===== config.mk =====
export PLATFORM = sky130hd
export DESIGN_NAME = nce_exec_top
export DESIGN_NICKNAME = d
export VERILOG_FILES = /design/src/nce_pkg.sv /design/src/nce_sub4.sv /design/src/nce_exec_top.sv
export SDC_FILE = /design/constraint.sdc
export NUM_CORES = 1
export LEC_CHECK = 0
export ABC_AREA = 1
export BUFFER_PORTS_ARGS = -buffer_cell sky130_fd_sc_hd__buf_2
export CAP_MARGIN = 20
export CORE_ASPECT_RATIO = 1.25
export CORE_MARGIN = 8
export CORE_UTILIZATION = 32
export CTS_BUF_LIST = sky130_fd_sc_hd__clkbuf_8
export DETAILED_ROUTE_END_ITERATION = 8
export MAX_ROUTING_LAYER = met4
export PLACE_DENSITY_LB_ADDON = 0.08
export RECOVER_POWER = 100
export SLEW_MARGIN = 20
export SYNTH_ARGS = -nofsm -noshare
export SYNTH_HDL_FRONTEND = slang
export SYNTH_HIERARCHICAL = 1
export SYNTH_SLANG_ARGS = --single-unit

===== constraint.sdc =====
create_clock -name sys_clk_i -period 4 [get_ports sys_clk_i]
set_input_delay 0.4 -clock sys_clk_i [delete_from_list [all_inputs] [get_ports sys_clk_i]]
set_output_delay 0.4 -clock sys_clk_i [all_outputs]
set_load 0.02 [all_outputs]

===== src/nce_pkg.sv =====
package nce_pkg;

  localparam int unsigned PC_W        = 12;
  localparam logic [3:0]  BANK0       = 4'h0;
  localparam logic [7:0]  SP_LO_ADDR  = 8'h7e;
  localparam logic [7:0]  SP_HI_ADDR  = 8'h7f;
  localparam logic [7:0]  MI_ADDR     = 8'h7c;
  localparam int unsigned MI_BIT      = 0;
  localparam logic [7:0]  SP_RST      = 8'h81;
  localparam int unsigned TBL_LSB     = 8;
  localparam logic [3:0]  REG_RST     = 4'h0;
  localparam logic [11:0] PC_RST      = 12'h000;

  typedef enum logic [4:0] {
    set_bank_common_op           = 5'b00000,
    set_bank_enable_op           = 5'b00001,
    set_carry_op                 = 5'b00010,
    memory_bit_set_op            = 5'b00011,
    direct_bit_set_op            = 5'b00100,
    subtract_with_borrow_op      = 5'b00101,
    byte_subtract_with_borrow_op = 5'b00110,
    subtract_borrow_skip_op      = 5'b00111,
    subtract_skip_op             = 5'b01000,
    byte_subtract_skip_op        = 5'b01001,
    acc_bit_test_op              = 5'b01010,
    carry_test_op                = 5'b01011,
    memory_bit_test_op           = 5'b01100,
    direct_bit_test_op           = 5'b01101,
    swap_acc_b_op                = 5'b01110,
    acc_memory_swap_op           = 5'b01111,
    pair_memory_swap_op          = 5'b10000,
    direct_nibble_swap_op        = 5'b10001,
    direct_byte_swap_op          = 5'b10010,
    swap_and_flip_high_op        = 5'b10011,
    swap_post_increment_op       = 5'b10100,
    swap_post_decrement_op       = 5'b10101
  } nce_op_t;

  typedef enum logic [0:0] {
    ST_IDLE = 1'b0,
    ST_RUN  = 1'b1
  } nce_state_t;

  function automatic logic has_xy_form(input nce_op_t op);
    case (op)
      memory_bit_set_op, subtract_with_borrow_op, byte_subtract_with_borrow_op,
      subtract_borrow_skip_op, subtract_skip_op, byte_subtract_skip_op,
      memory_bit_test_op, acc_memory_swap_op, pair_memory_swap_op: has_xy_form = 1'b1;
      default: has_xy_form = 1'b0;
    endcase
  endfunction : has_xy_form

  function automatic logic is_direct(input nce_op_t op);
    case (op)
      direct_bit_set_op, direct_bit_test_op, direct_nibble_swap_op,
      direct_byte_swap_op: is_direct = 1'b1;
      default: is_direct = 1'b0;
    endcase
  endfunction : is_direct

  function automatic logic is_byte(input nce_op_t op);
    case (op)
      byte_subtract_with_borrow_op, byte_subtract_skip_op, pair_memory_swap_op,
      direct_byte_swap_op: is_byte = 1'b1;
      default: is_byte = 1'b0;
    endcase
  endfunction : is_byte

  function automatic logic [1:0] op_cycles(input nce_op_t op, input logic xy);
    logic [1:0] base;
    case (op)
      direct_bit_set_op, byte_subtract_with_borrow_op, byte_subtract_skip_op,
      direct_bit_test_op, swap_acc_b_op, pair_memory_swap_op, direct_nibble_swap_op,
      direct_byte_swap_op, swap_post_increment_op, swap_post_decrement_op: base = 2'h2;
      default: base = 2'h1;
    endcase
    op_cycles = base + {1'b0, xy};
  endfunction : op_cycles

  function automatic logic [1:0] op_bytes(input nce_op_t op, input logic xy);
    op_bytes = (is_direct(op) ? 2'h2 : 2'h1) + {1'b0, xy};
  endfunction : op_bytes

  function automatic logic [1:0] op_accesses(input nce_op_t op);
    case (op)
      set_bank_common_op, set_bank_enable_op, set_carry_op, acc_bit_test_op,
      carry_test_op, swap_acc_b_op: op_accesses = 2'h0;
      default: op_accesses = is_byte(op) ? 2'h2 : 2'h1;
    endcase
  endfunction : op_accesses

  function automatic logic [3:0] bit_mask(input logic [1:0] sel);
    bit_mask = 4'h1 << sel;
  endfunction : bit_mask

  function automatic logic [7:0] stack_lo_addr(input logic [7:0] sp);
    stack_lo_addr = sp - 8'h01;
  endfunction : stack_lo_addr

endpackage : nce_pkg


===== src/nce_sub4.sv =====
`timescale 1ns/1ps
module nce_sub4 (
  input  wire logic [3:0] a_i,     // Minuend nibble
  input  wire logic [3:0] m_i,     // Subtrahend nibble
  input  wire logic       bin_i,   // Borrow in
  output logic      [3:0] d_o,     // Difference
  output logic            bout_o   // Borrow out
);
  logic [4:0] wide;

  // The fifth bit of the widened difference is the borrow.
  assign wide   = {1'b0, a_i} - {1'b0, m_i} - {4'h0, bin_i};
  assign d_o    = wide[3:0];
  assign bout_o = wide[4];
endmodule : nce_sub4


===== src/nce_exec_top.sv =====
`timescale 1ns/1ps
module nce_exec_top (
  input  wire logic              sys_clk_i,     // 10 MHz clock
  input  wire logic              arst_n_i,      // Asynchronous reset, active low
  input  wire logic              start_i,       // Issue op, taken when idle
  input  wire nce_pkg::nce_op_t  op_i,          // Operation to issue
  input  wire logic              xy_form_i,     // Secondary pointer form
  input  wire logic [1:0]        bit_sel_i,     // Two-bit immediate
  input  wire logic [7:0]        imm8_i,        // Direct low address
  input  wire logic [3:0]        bank_i,        // Data memory bank for access
  input  wire logic              ld_i,          // Load working register, idle only
  input  wire logic [2:0]        ld_sel_i,      // 0 A,1 B,2 H,3 L,4 X,5 Y,6 C
  input  wire logic [3:0]        ld_val_i,      // Load value
  input  wire logic              pc_load_i,     // Load program counter
  input  wire logic [11:0]       pc_val_i,      // Program counter value
  input  wire logic              tbl_load_i,    // Form table address
  input  wire logic [3:0]        tbl_page_i,    // Table page immediate
  input  wire logic [3:0]        mem_rdata_i,   // Data memory read, asynchronous
  output logic      [11:0]       mem_addr_o,    // Bank and nibble address
  output logic                   mem_wr_o,      // Write strobe
  output logic      [3:0]        mem_wdata_o,   // Write nibble
  output logic      [3:0]        acc_o,         // Accumulator
  output logic      [3:0]        b_o,           // B register
  output logic      [7:0]        hl_o,          // Primary pointer pair
  output logic      [7:0]        xy_o,          // Secondary pointer pair
  output logic                   carry_o,       // Carry flag
  output logic                   bcf_o,         // Bank common flag
  output logic                   bef_o,         // Bank enable flag
  output logic                   mie_o,         // Master interrupt enable
  output logic      [7:0]        sp_o,          // Stack pointer mirror
  output logic      [7:0]        stack_lo_o,    // Stack byte low nibble address
  output logic      [11:0]       pc_o,          // Program counter
  output logic      [11:0]       tbl_addr_o,    // Table address
  output logic                   busy_o,        // Op in progress
  output logic                   done_o,        // Op finished, one cycle
  output logic                   skipped_o,     // Finished op was skipped
  output logic                   skip_pend_o    // Next op will be skipped
);

  typedef struct packed {
    nce_pkg::nce_state_t st;
    logic                ph;
    logic [1:0]          mc;
    logic [1:0]          ncyc;
    logic [1:0]          nacc;
    nce_pkg::nce_op_t    op;
    logic                xy;
    logic [1:0]          bsel;
    logic                squash;
    logic                skip_pend;
    logic                bor;
    logic [3:0]          a;
    logic [3:0]          b;
    logic [3:0]          h;
    logic [3:0]          l;
    logic [3:0]          x;
    logic [3:0]          y;
    logic                c;
    logic                bcf;
    logic                bef;
    logic                mi;
    logic [7:0]          sp;
    logic [7:0]          stk_lo;
    logic [11:0]         pc;
    logic [11:0]         tbl;
    logic [11:0]         addr;
    logic                wr;
    logic [3:0]          wdata;
    logic                done;
    logic                skipped;
  } nce_core_t;

  nce_core_t s_q;
  nce_core_t s_d;

  logic [1:0] lead;
  logic       act;
  logic       hi_nib;
  logic       byte_op;
  logic [3:0] alu_a;
  logic       alu_bin;
  logic [3:0] alu_d;
  logic       alu_bout;
  logic [3:0] mask;

  // Accesses sit at the end of the op, so secondary forms lead with an idle cycle.
  assign byte_op = nce_pkg::is_byte(s_q.op);
  assign lead    = s_q.ncyc - ((s_q.nacc == 2'h0) ? 2'h1 : s_q.nacc);
  assign act     = (s_q.st == nce_pkg::ST_RUN) && !s_q.ph && (s_q.mc >= lead);
  assign hi_nib  = byte_op && s_q.addr[0];
  assign mask    = nce_pkg::bit_mask(s_q.bsel);

  always_comb
  begin
    alu_a   = hi_nib ? s_q.b : s_q.a;
    alu_bin = 1'b0;
    case (s_q.op)
      nce_pkg::subtract_with_borrow_op, nce_pkg::subtract_borrow_skip_op:
        alu_bin = s_q.c;
      nce_pkg::byte_subtract_with_borrow_op:
        alu_bin = hi_nib ? s_q.bor : s_q.c;
      nce_pkg::byte_subtract_skip_op:
        alu_bin = hi_nib ? s_q.bor : 1'b0;
      default:
        alu_bin = 1'b0;
    endcase
  end

  nce_sub4 u_sub (
    .a_i    (alu_a),
    .m_i    (mem_rdata_i),
    .bin_i  (alu_bin),
    .d_o    (alu_d),
    .bout_o (alu_bout)
  );

  always_comb
  begin
    logic [7:0] ea;
    logic       skip;
    logic [3:0] nl;
    ea   = 8'h00;
    skip = 1'b0;
    nl   = 4'h0;
    s_d  = s_q;
    s_d.done    = 1'b0;
    s_d.skipped = 1'b0;
    s_d.wr      = 1'b0;
    // Stack pointer and interrupt enable live in memory; the core mirrors each write.
    if (s_q.wr && (s_q.addr[11:8] == nce_pkg::BANK0))
    begin
      if (s_q.addr[7:0] == nce_pkg::SP_LO_ADDR)
      begin
        s_d.sp[3:0]  = s_q.wdata | 4'h1;
      end
      else if (s_q.addr[7:0] == nce_pkg::SP_HI_ADDR)
      begin
        s_d.sp[7:4]  = s_q.wdata | 4'h8;
      end
      else if (s_q.addr[7:0] == nce_pkg::MI_ADDR)
      begin
        s_d.mi = s_q.wdata[nce_pkg::MI_BIT];
      end
    end
    s_d.stk_lo = nce_pkg::stack_lo_addr(s_d.sp);
    case (s_q.st)
      nce_pkg::ST_IDLE:
      begin
        if (ld_i)
        begin
          case (ld_sel_i)
            3'h0: s_d.a = ld_val_i;
            3'h1: s_d.b = ld_val_i;
            3'h2: s_d.h = ld_val_i;
            3'h3: s_d.l = ld_val_i;
            3'h4: s_d.x = ld_val_i;
            3'h5: s_d.y = ld_val_i;
            3'h6: s_d.c = ld_val_i[0];
            default: s_d.c = s_q.c;
          endcase
        end
        if (pc_load_i)
        begin
          s_d.pc = pc_val_i;
        end
        if (tbl_load_i)
        begin
          s_d.tbl = {tbl_page_i, s_q.x, s_q.y};
        end
        if (start_i)
        begin
          s_d.op   = op_i;
          s_d.xy   = xy_form_i && nce_pkg::has_xy_form(op_i);
          s_d.bsel = bit_sel_i;
          if (nce_pkg::is_direct(op_i))
          begin
            ea = imm8_i;
          end
          else if (s_d.xy)
          begin
            ea = {s_q.x, s_q.y};
          end
          else
          begin
            ea = {s_q.h, s_q.l};
          end
          if (nce_pkg::is_byte(op_i))
          begin
            ea[0] = 1'b0;
          end
          s_d.ncyc      = nce_pkg::op_cycles(op_i, s_d.xy);
          s_d.nacc      = nce_pkg::op_accesses(op_i);
          s_d.mc        = 2'h0;
          s_d.ph        = 1'b0;
          s_d.squash    = s_q.skip_pend;
          s_d.skip_pend = 1'b0;
          s_d.bor       = 1'b0;
          s_d.addr      = {bank_i, ea};
          s_d.st        = nce_pkg::ST_RUN;
        end
      end
      nce_pkg::ST_RUN:
      begin
        if (!s_q.ph)
        begin
          s_d.ph = 1'b1;
          if (act && !s_q.squash)
          begin
            case (s_q.op)
              nce_pkg::set_bank_common_op: s_d.bcf = 1'b1;
              nce_pkg::set_bank_enable_op: s_d.bef = 1'b1;
              nce_pkg::set_carry_op:       s_d.c   = 1'b1;
              nce_pkg::memory_bit_set_op, nce_pkg::direct_bit_set_op:
              begin
                s_d.wr    = 1'b1;
                s_d.wdata = mem_rdata_i | mask;
              end
              nce_pkg::subtract_with_borrow_op:
              begin
                s_d.a = alu_d;
                s_d.c = alu_bout;
              end
              nce_pkg::subtract_borrow_skip_op:
              begin
                s_d.a = alu_d;
                s_d.c = alu_bout;
                skip  = !alu_bout;
              end
              nce_pkg::subtract_skip_op:
              begin
                s_d.a = alu_d;
                skip  = alu_bout;
              end
              nce_pkg::byte_subtract_with_borrow_op, nce_pkg::byte_subtract_skip_op:
              begin
                s_d.bor = alu_bout;
                if (hi_nib)
                begin
                  s_d.b = alu_d;
                  if (s_q.op == nce_pkg::byte_subtract_skip_op)
                  begin
                    skip = alu_bout;
                  end
                  else
                  begin
                    s_d.c = alu_bout;
                  end
                end
                else
                begin
                  s_d.a = alu_d;
                end
              end
              nce_pkg::acc_bit_test_op:    skip = |(s_q.a & mask);
              nce_pkg::carry_test_op:      skip = s_q.c;
              nce_pkg::memory_bit_test_op, nce_pkg::direct_bit_test_op:
                skip = |(mem_rdata_i & mask);
              nce_pkg::swap_acc_b_op:
              begin
                s_d.a = s_q.b;
                s_d.b = s_q.a;
              end
              nce_pkg::pair_memory_swap_op, nce_pkg::direct_byte_swap_op:
              begin
                s_d.wr = 1'b1;
                if (hi_nib)
                begin
                  s_d.wdata = s_q.b;
                  s_d.b     = mem_rdata_i;
                end
                else
                begin
                  s_d.wdata = s_q.a;
                  s_d.a     = mem_rdata_i;
                end
              end
              default:
              begin
                // Nibble swaps with the accumulator, plus their pointer side effects.
                s_d.wr    = 1'b1;
                s_d.wdata = s_q.a;
                s_d.a     = mem_rdata_i;
                if (s_q.op == nce_pkg::swap_and_flip_high_op)
                begin
                  s_d.h = s_q.h ^ {2'b00, s_q.bsel};
                end
                else if (s_q.op == nce_pkg::swap_post_increment_op)
                begin
                  nl    = s_q.l + 4'h1;
                  s_d.l = nl;
                  skip  = (nl == 4'h0);
                end
                else if (s_q.op == nce_pkg::swap_post_decrement_op)
                begin
                  nl    = s_q.l - 4'h1;
                  s_d.l = nl;
                  skip  = (nl == 4'hf);
                end
              end
            endcase
            if (skip)
            begin
              s_d.skip_pend = 1'b1;
            end
          end
        end
        else
        begin
          s_d.ph = 1'b0;
          if (s_q.mc == s_q.ncyc - 2'h1)
          begin
            s_d.done    = 1'b1;
            s_d.skipped = s_q.squash;
            s_d.squash  = 1'b0;
            s_d.pc      = s_q.pc + {10'h000, nce_pkg::op_bytes(s_q.op, s_q.xy)};
            s_d.st      = nce_pkg::ST_IDLE;
          end
          else
          begin
            s_d.mc = s_q.mc + 2'h1;
            if (byte_op && (s_q.mc >= lead))
            begin
              s_d.addr[0] = 1'b1;
            end
          end
        end
      end
      default:
      begin
        s_d.st = nce_pkg::ST_IDLE;
      end
    endcase
  end

  always_ff @(posedge sys_clk_i or negedge arst_n_i)
  begin
    if (!arst_n_i)
    begin
      s_q           <= '0;
      s_q.st        <= nce_pkg::ST_IDLE;
      s_q.op        <= nce_pkg::set_bank_common_op;
      s_q.a         <= nce_pkg::REG_RST;
      s_q.b         <= nce_pkg::REG_RST;
      s_q.sp        <= nce_pkg::SP_RST;
      s_q.stk_lo    <= nce_pkg::SP_RST - 8'h01;
      s_q.pc        <= nce_pkg::PC_RST;
    end
    else
    begin
      s_q <= s_d;
    end
  end

  assign mem_addr_o  = s_q.addr;
  assign mem_wr_o    = s_q.wr;
  assign mem_wdata_o = s_q.wdata;
  assign acc_o       = s_q.a;
  assign b_o         = s_q.b;
  assign hl_o        = {s_q.h, s_q.l};
  assign xy_o        = {s_q.x, s_q.y};
  assign carry_o     = s_q.c;
  assign bcf_o       = s_q.bcf;
  assign bef_o       = s_q.bef;
  assign mie_o       = s_q.mi;
  assign sp_o        = s_q.sp;
  assign stack_lo_o  = s_q.stk_lo;
  assign pc_o        = s_q.pc;
  assign tbl_addr_o  = s_q.tbl;
  assign busy_o      = (s_q.st == nce_pkg::ST_RUN);
  assign done_o      = s_q.done;
  assign skipped_o   = s_q.skipped;
  assign skip_pend_o = s_q.skip_pend;

endmodule : nce_exec_top


==> impl_metrics.env <==
export IMPL_timing_rr_start="s_q[95]"
export IMPL_routed_wl_um=22400
export IMPL_grt_max_degree=60
export IMPL_syn_nets=1069
export IMPL_cp_required_ns=4.30
export IMPL_grt_overflow=0
export IMPL_wl_per_cell_um=16.8
export IMPL_clk_path_buf_depth=2
export IMPL_drc=0
export IMPL_cts_resized=0
export IMPL_nFillCells=2512
export IMPL_startpoint="s_q[95]"
export IMPL_die_w_um=151
export IMPL_ff2ff_path_depth=22
export IMPL_slowest_delay_ns=0.48
export IMPL_yosys_warnings=6
export IMPL_startpoint_type="flop"
export IMPL_crit_path_top_delay_cell="dfrtp_1"
export IMPL_grt_pass1_vias=6326
export IMPL_final_cell_mix="nand2_1 (225), inv_1 (127), dfrtp_1 (103), clkbuf_1 (92), nor2_1 (90)"
export IMPL_reg2reg_slack_ns=0.48
export IMPL_netlist_instances=993
export IMPL_power_density_nw_per_um2=840
export IMPL_cts_sinks=106
export IMPL_postRouteAntennaNets=0
export IMPL_fmax_mhz=284
export IMPL_tightest_slew_ns=2.89
export IMPL_hp_class="in2reg"
export IMPL_status="finished with violations"
export IMPL_slew_violations=111
export IMPL_max_slew_margin_rel=-0.926
export IMPL_critPathTopFamily="simple AND/OR/NAND/NOR gates"
export IMPL_yosysUniqueCellTypes=42
export IMPL_cts_tree="done"
export IMPL_multi_input_area_um2=3300
export IMPL_start_util=0.327
export IMPL_fin_skew_ns=0.0155
export IMPL_clockRootBuffer="clkbuf_8"
export IMPL_end_kind="flop"
export IMPL_dp_hpwl_um=17600
export IMPL_drt_initial_drc_count=365
export IMPL_drv_cap=3
export IMPL_rows=61
export IMPL_vias=6187
export IMPL_seqCellArea_um2=2660
export IMPL_cp_cell_sequence="nor2_2 -> nand3_4 -> nand3_4 -> nand2_4 -> o21ai_1 -> inv_1 -> fa_1 -> fa_1 -> inv_1 -> nand2_1 -> nand2_1 -> nand3_1 -> nand2_1 -> inv_1 -> nor2_1 -> nand3_1 -> nand2_1 -> nor2_1 -> nand2_1 -> nand2_1 -> nand2_1 -> nand2_1"
export IMPL_cts_buffers_inserted=9
export IMPL_htree_levels=3
export IMPL_diodes=0
export IMPL_post_cts_buffers=0
export IMPL_layout_commonest_cell="nand2_1"
export IMPL_arrival_ns=3.83
export IMPL_hold_buffers=0
export IMPL_fin_nets=1120
export IMPL_io_buffers=141
export IMPL_ys_ff_latch=106
export IMPL_critical_path_class="reg2reg"
export IMPL_place_congestion=0.843
export IMPL_ir_worst_vdd_uv=285
export IMPL_rsz0062_at_grt="false"
export IMPL_yosysSeqAreaShare=0.365
export IMPL_antenna_found_initial=0
export IMPL_post_synth_cell_area_avg_um2=7.33
export IMPL_finalSetupTns_ns=0
export IMPL_p_leak_uw=0.00390
export IMPL_die_h_um=185
export IMPL_crit_buf_inv=3
export IMPL_grt_pass1_wl_um=35000
export IMPL_critPathMaxFanout=10
export IMPL_period_needed_ns=3.52
export IMPL_synthToLayoutAreaGrowth_pct=5.17
export IMPL_hold_viol_final=0
export IMPL_timing_critical_path_mode_cell="nand2_1"
export IMPL_crit_path_end="skip_pend_o"
export IMPL_core_area_um2=22300
export IMPL_cp_depth=22
export IMPL_drt_pass1_iter_count=4
export IMPL_dieArea_um2=27900
export IMPL_clock_latency_ns=0.39
export IMPL_hold_slack_ns=0.202
export IMPL_io_pin_count=142
export IMPL_synth_area_um2=7280
export IMPL_final_setup_viol_count=0
export IMPL_timing_rr_end="skip_pend_o"
export IMPL_grt_use_total=0.166
export IMPL_clk_pin_slew_ns=0.12
export IMPL_final_period_utilization=0.881
export IMPL_vias_per_cell=4.64
export IMPL_drive_gt1_frac=0.121
export IMPL_violations="capacitance limit, slew limit"
==> worst min-delay path, stage by stage <==
cell	delay, ns
buf_2	0.07
nand2_1	0.04
nand2_1	0.06
==> layout make-up <==
class	instances	share of cell area
multi-input combinational	642	0.431
sequential	106	0.347
timing repair buffer	147	0.0820
inverter	138	0.0683
tap	283	0.0462
clock buffer	9	0.0162
clock inverter	7	0.00915
==> power breakdown <==
group | internal, uW | switching (uW) | leakage [uW]
registers | 1520 | 482 | 0.00127
clock network | 244 | 447 | 0.0000940
logic | 1170 | 2570 | 0.00254
==> cells in the mapped netlist <==
library cell / n / area share
inv_4: 2 / 0.0017
nand4_2: 1 / 0.0017
nand2_1: 222 / 0.11
nand3_1: 55 / 0.038
dfstp_2: 3 / 0.011
mux2_2: 4 / 0.0062
o22ai_1: 2 / 0.0017
nand4_1: 16 / 0.014
o21bai_1: 3 / 0.0031
o41ai_1: 1 / 0.0012
a221oi_1: 1 / 0.0012
xnor2_1: 4 / 0.0048
o31ai_1: 3 / 0.0031
nand2_4: 5 / 0.0077
inv_1: 127 / 0.065
clkbuf_1: 11 / 0.0057
buf_4: 82 / 0.085
a31oi_1: 6 / 0.0052
dfrtp_1: 103 / 0.35
nand3_4: 2 / 0.0048
buf_2: 8 / 0.0055
o21ai_1: 16 / 0.011
nor2_1: 89 / 0.046
buf_6: 6 / 0.0093
o21a_1: 1 / 0.0010
nor2_4: 5 / 0.0077
or2_2: 5 / 0.0043
ha_1: 20 / 0.034
nand2_2: 9 / 0.0077
fa_1: 3 / 0.0082
xor2_1: 11 / 0.013
nand3b_1: 1 / 0.0010
nor3_1: 7 / 0.0048
o21ai_0: 73 / 0.050
nand3_2: 3 / 0.0041
inv_2: 9 / 0.0046
o211ai_1: 7 / 0.0072
a21oi_1: 50 / 0.034
nor3_2: 2 / 0.0027
nor2_2: 11 / 0.0095
o21ai_2: 1 / 0.0012
a22oi_1: 3 / 0.0031
==> logic make-up (layout without fill, tap and decap cells) <==
kind of cell    Yosys count  after routing  synth area share
mux                       4              4           0.00619
buf+inv                 245            301             0.177
xor+xnor                 15             15            0.0180
simple gates            433            433             0.268
fa+ha+maj                23             23            0.0426
flops                   106            106             0.365
compound gates          167            167             0.124
==> worst min path at each step <==
stage / endpoint / cells after the start / start
4_1_cts: bcf_o / 1 / arst_n_i
6_report: mem_addr_o[9] / 3 / bank_i[1]
3_3_place_gp: tbl_addr_o[1] / 2 / tbl_addr_o[1]
3_5_place_dp: bef_o / 2 / bef_o
5_1_grt: mem_addr_o[9] / 3 / bank_i[1]
2_1_floorplan: acc_o[0] / 0 / arst_n_i
==> stage by stage <==
step / power [uW] / setup slack [ns] / instance area (um^2) / util / cells
5_1_grt: 7080 / 0.112 / 7660 / 0.344 / 1332
3_5_place_dp: 5950 / 0.465 / 7640 / 0.343 / 1316
2_1_floorplan: 5170 / 0.904 / 7280 / - / 993
3_3_place_gp: 5970 / 0.558 / 7640 / 0.343 / 1316
6_report: 6430 / 0.476 / 7660 / 0.344 / 1332
4_1_cts: 6680 / 0.461 / 7830 / 0.352 / 1332
==> flip-flops by register name (all words and copies together), names as in the netlist <==
name	flops
acc_o	4
b_o	4
bcf_o	1
bef_o	1
busy_o	1
carry_o	1
done_o	1
hl_o	8
mem_addr_o	12
mem_wdata_o	4
mem_wr_o	1
mie_o	1
pc_o	12
s_q	17
skip_pend_o	1
skipped_o	1
sp_o	8
stack_lo_o	8
tbl_addr_o	12
xy_o	8
==> per-layer routing <==
layer | wire [um] | up-vias | track usage
li1 | - | 3181 | -
met1 | 10300 | 2853 | 0.208
met2 | 10500 | 131 | 0.271
met3 | 1150 | 22 | 0.0282
met4 | 401 | 0 | 0.0488
met5 | 0 | - | -
(Power assumes the default switching activity.)
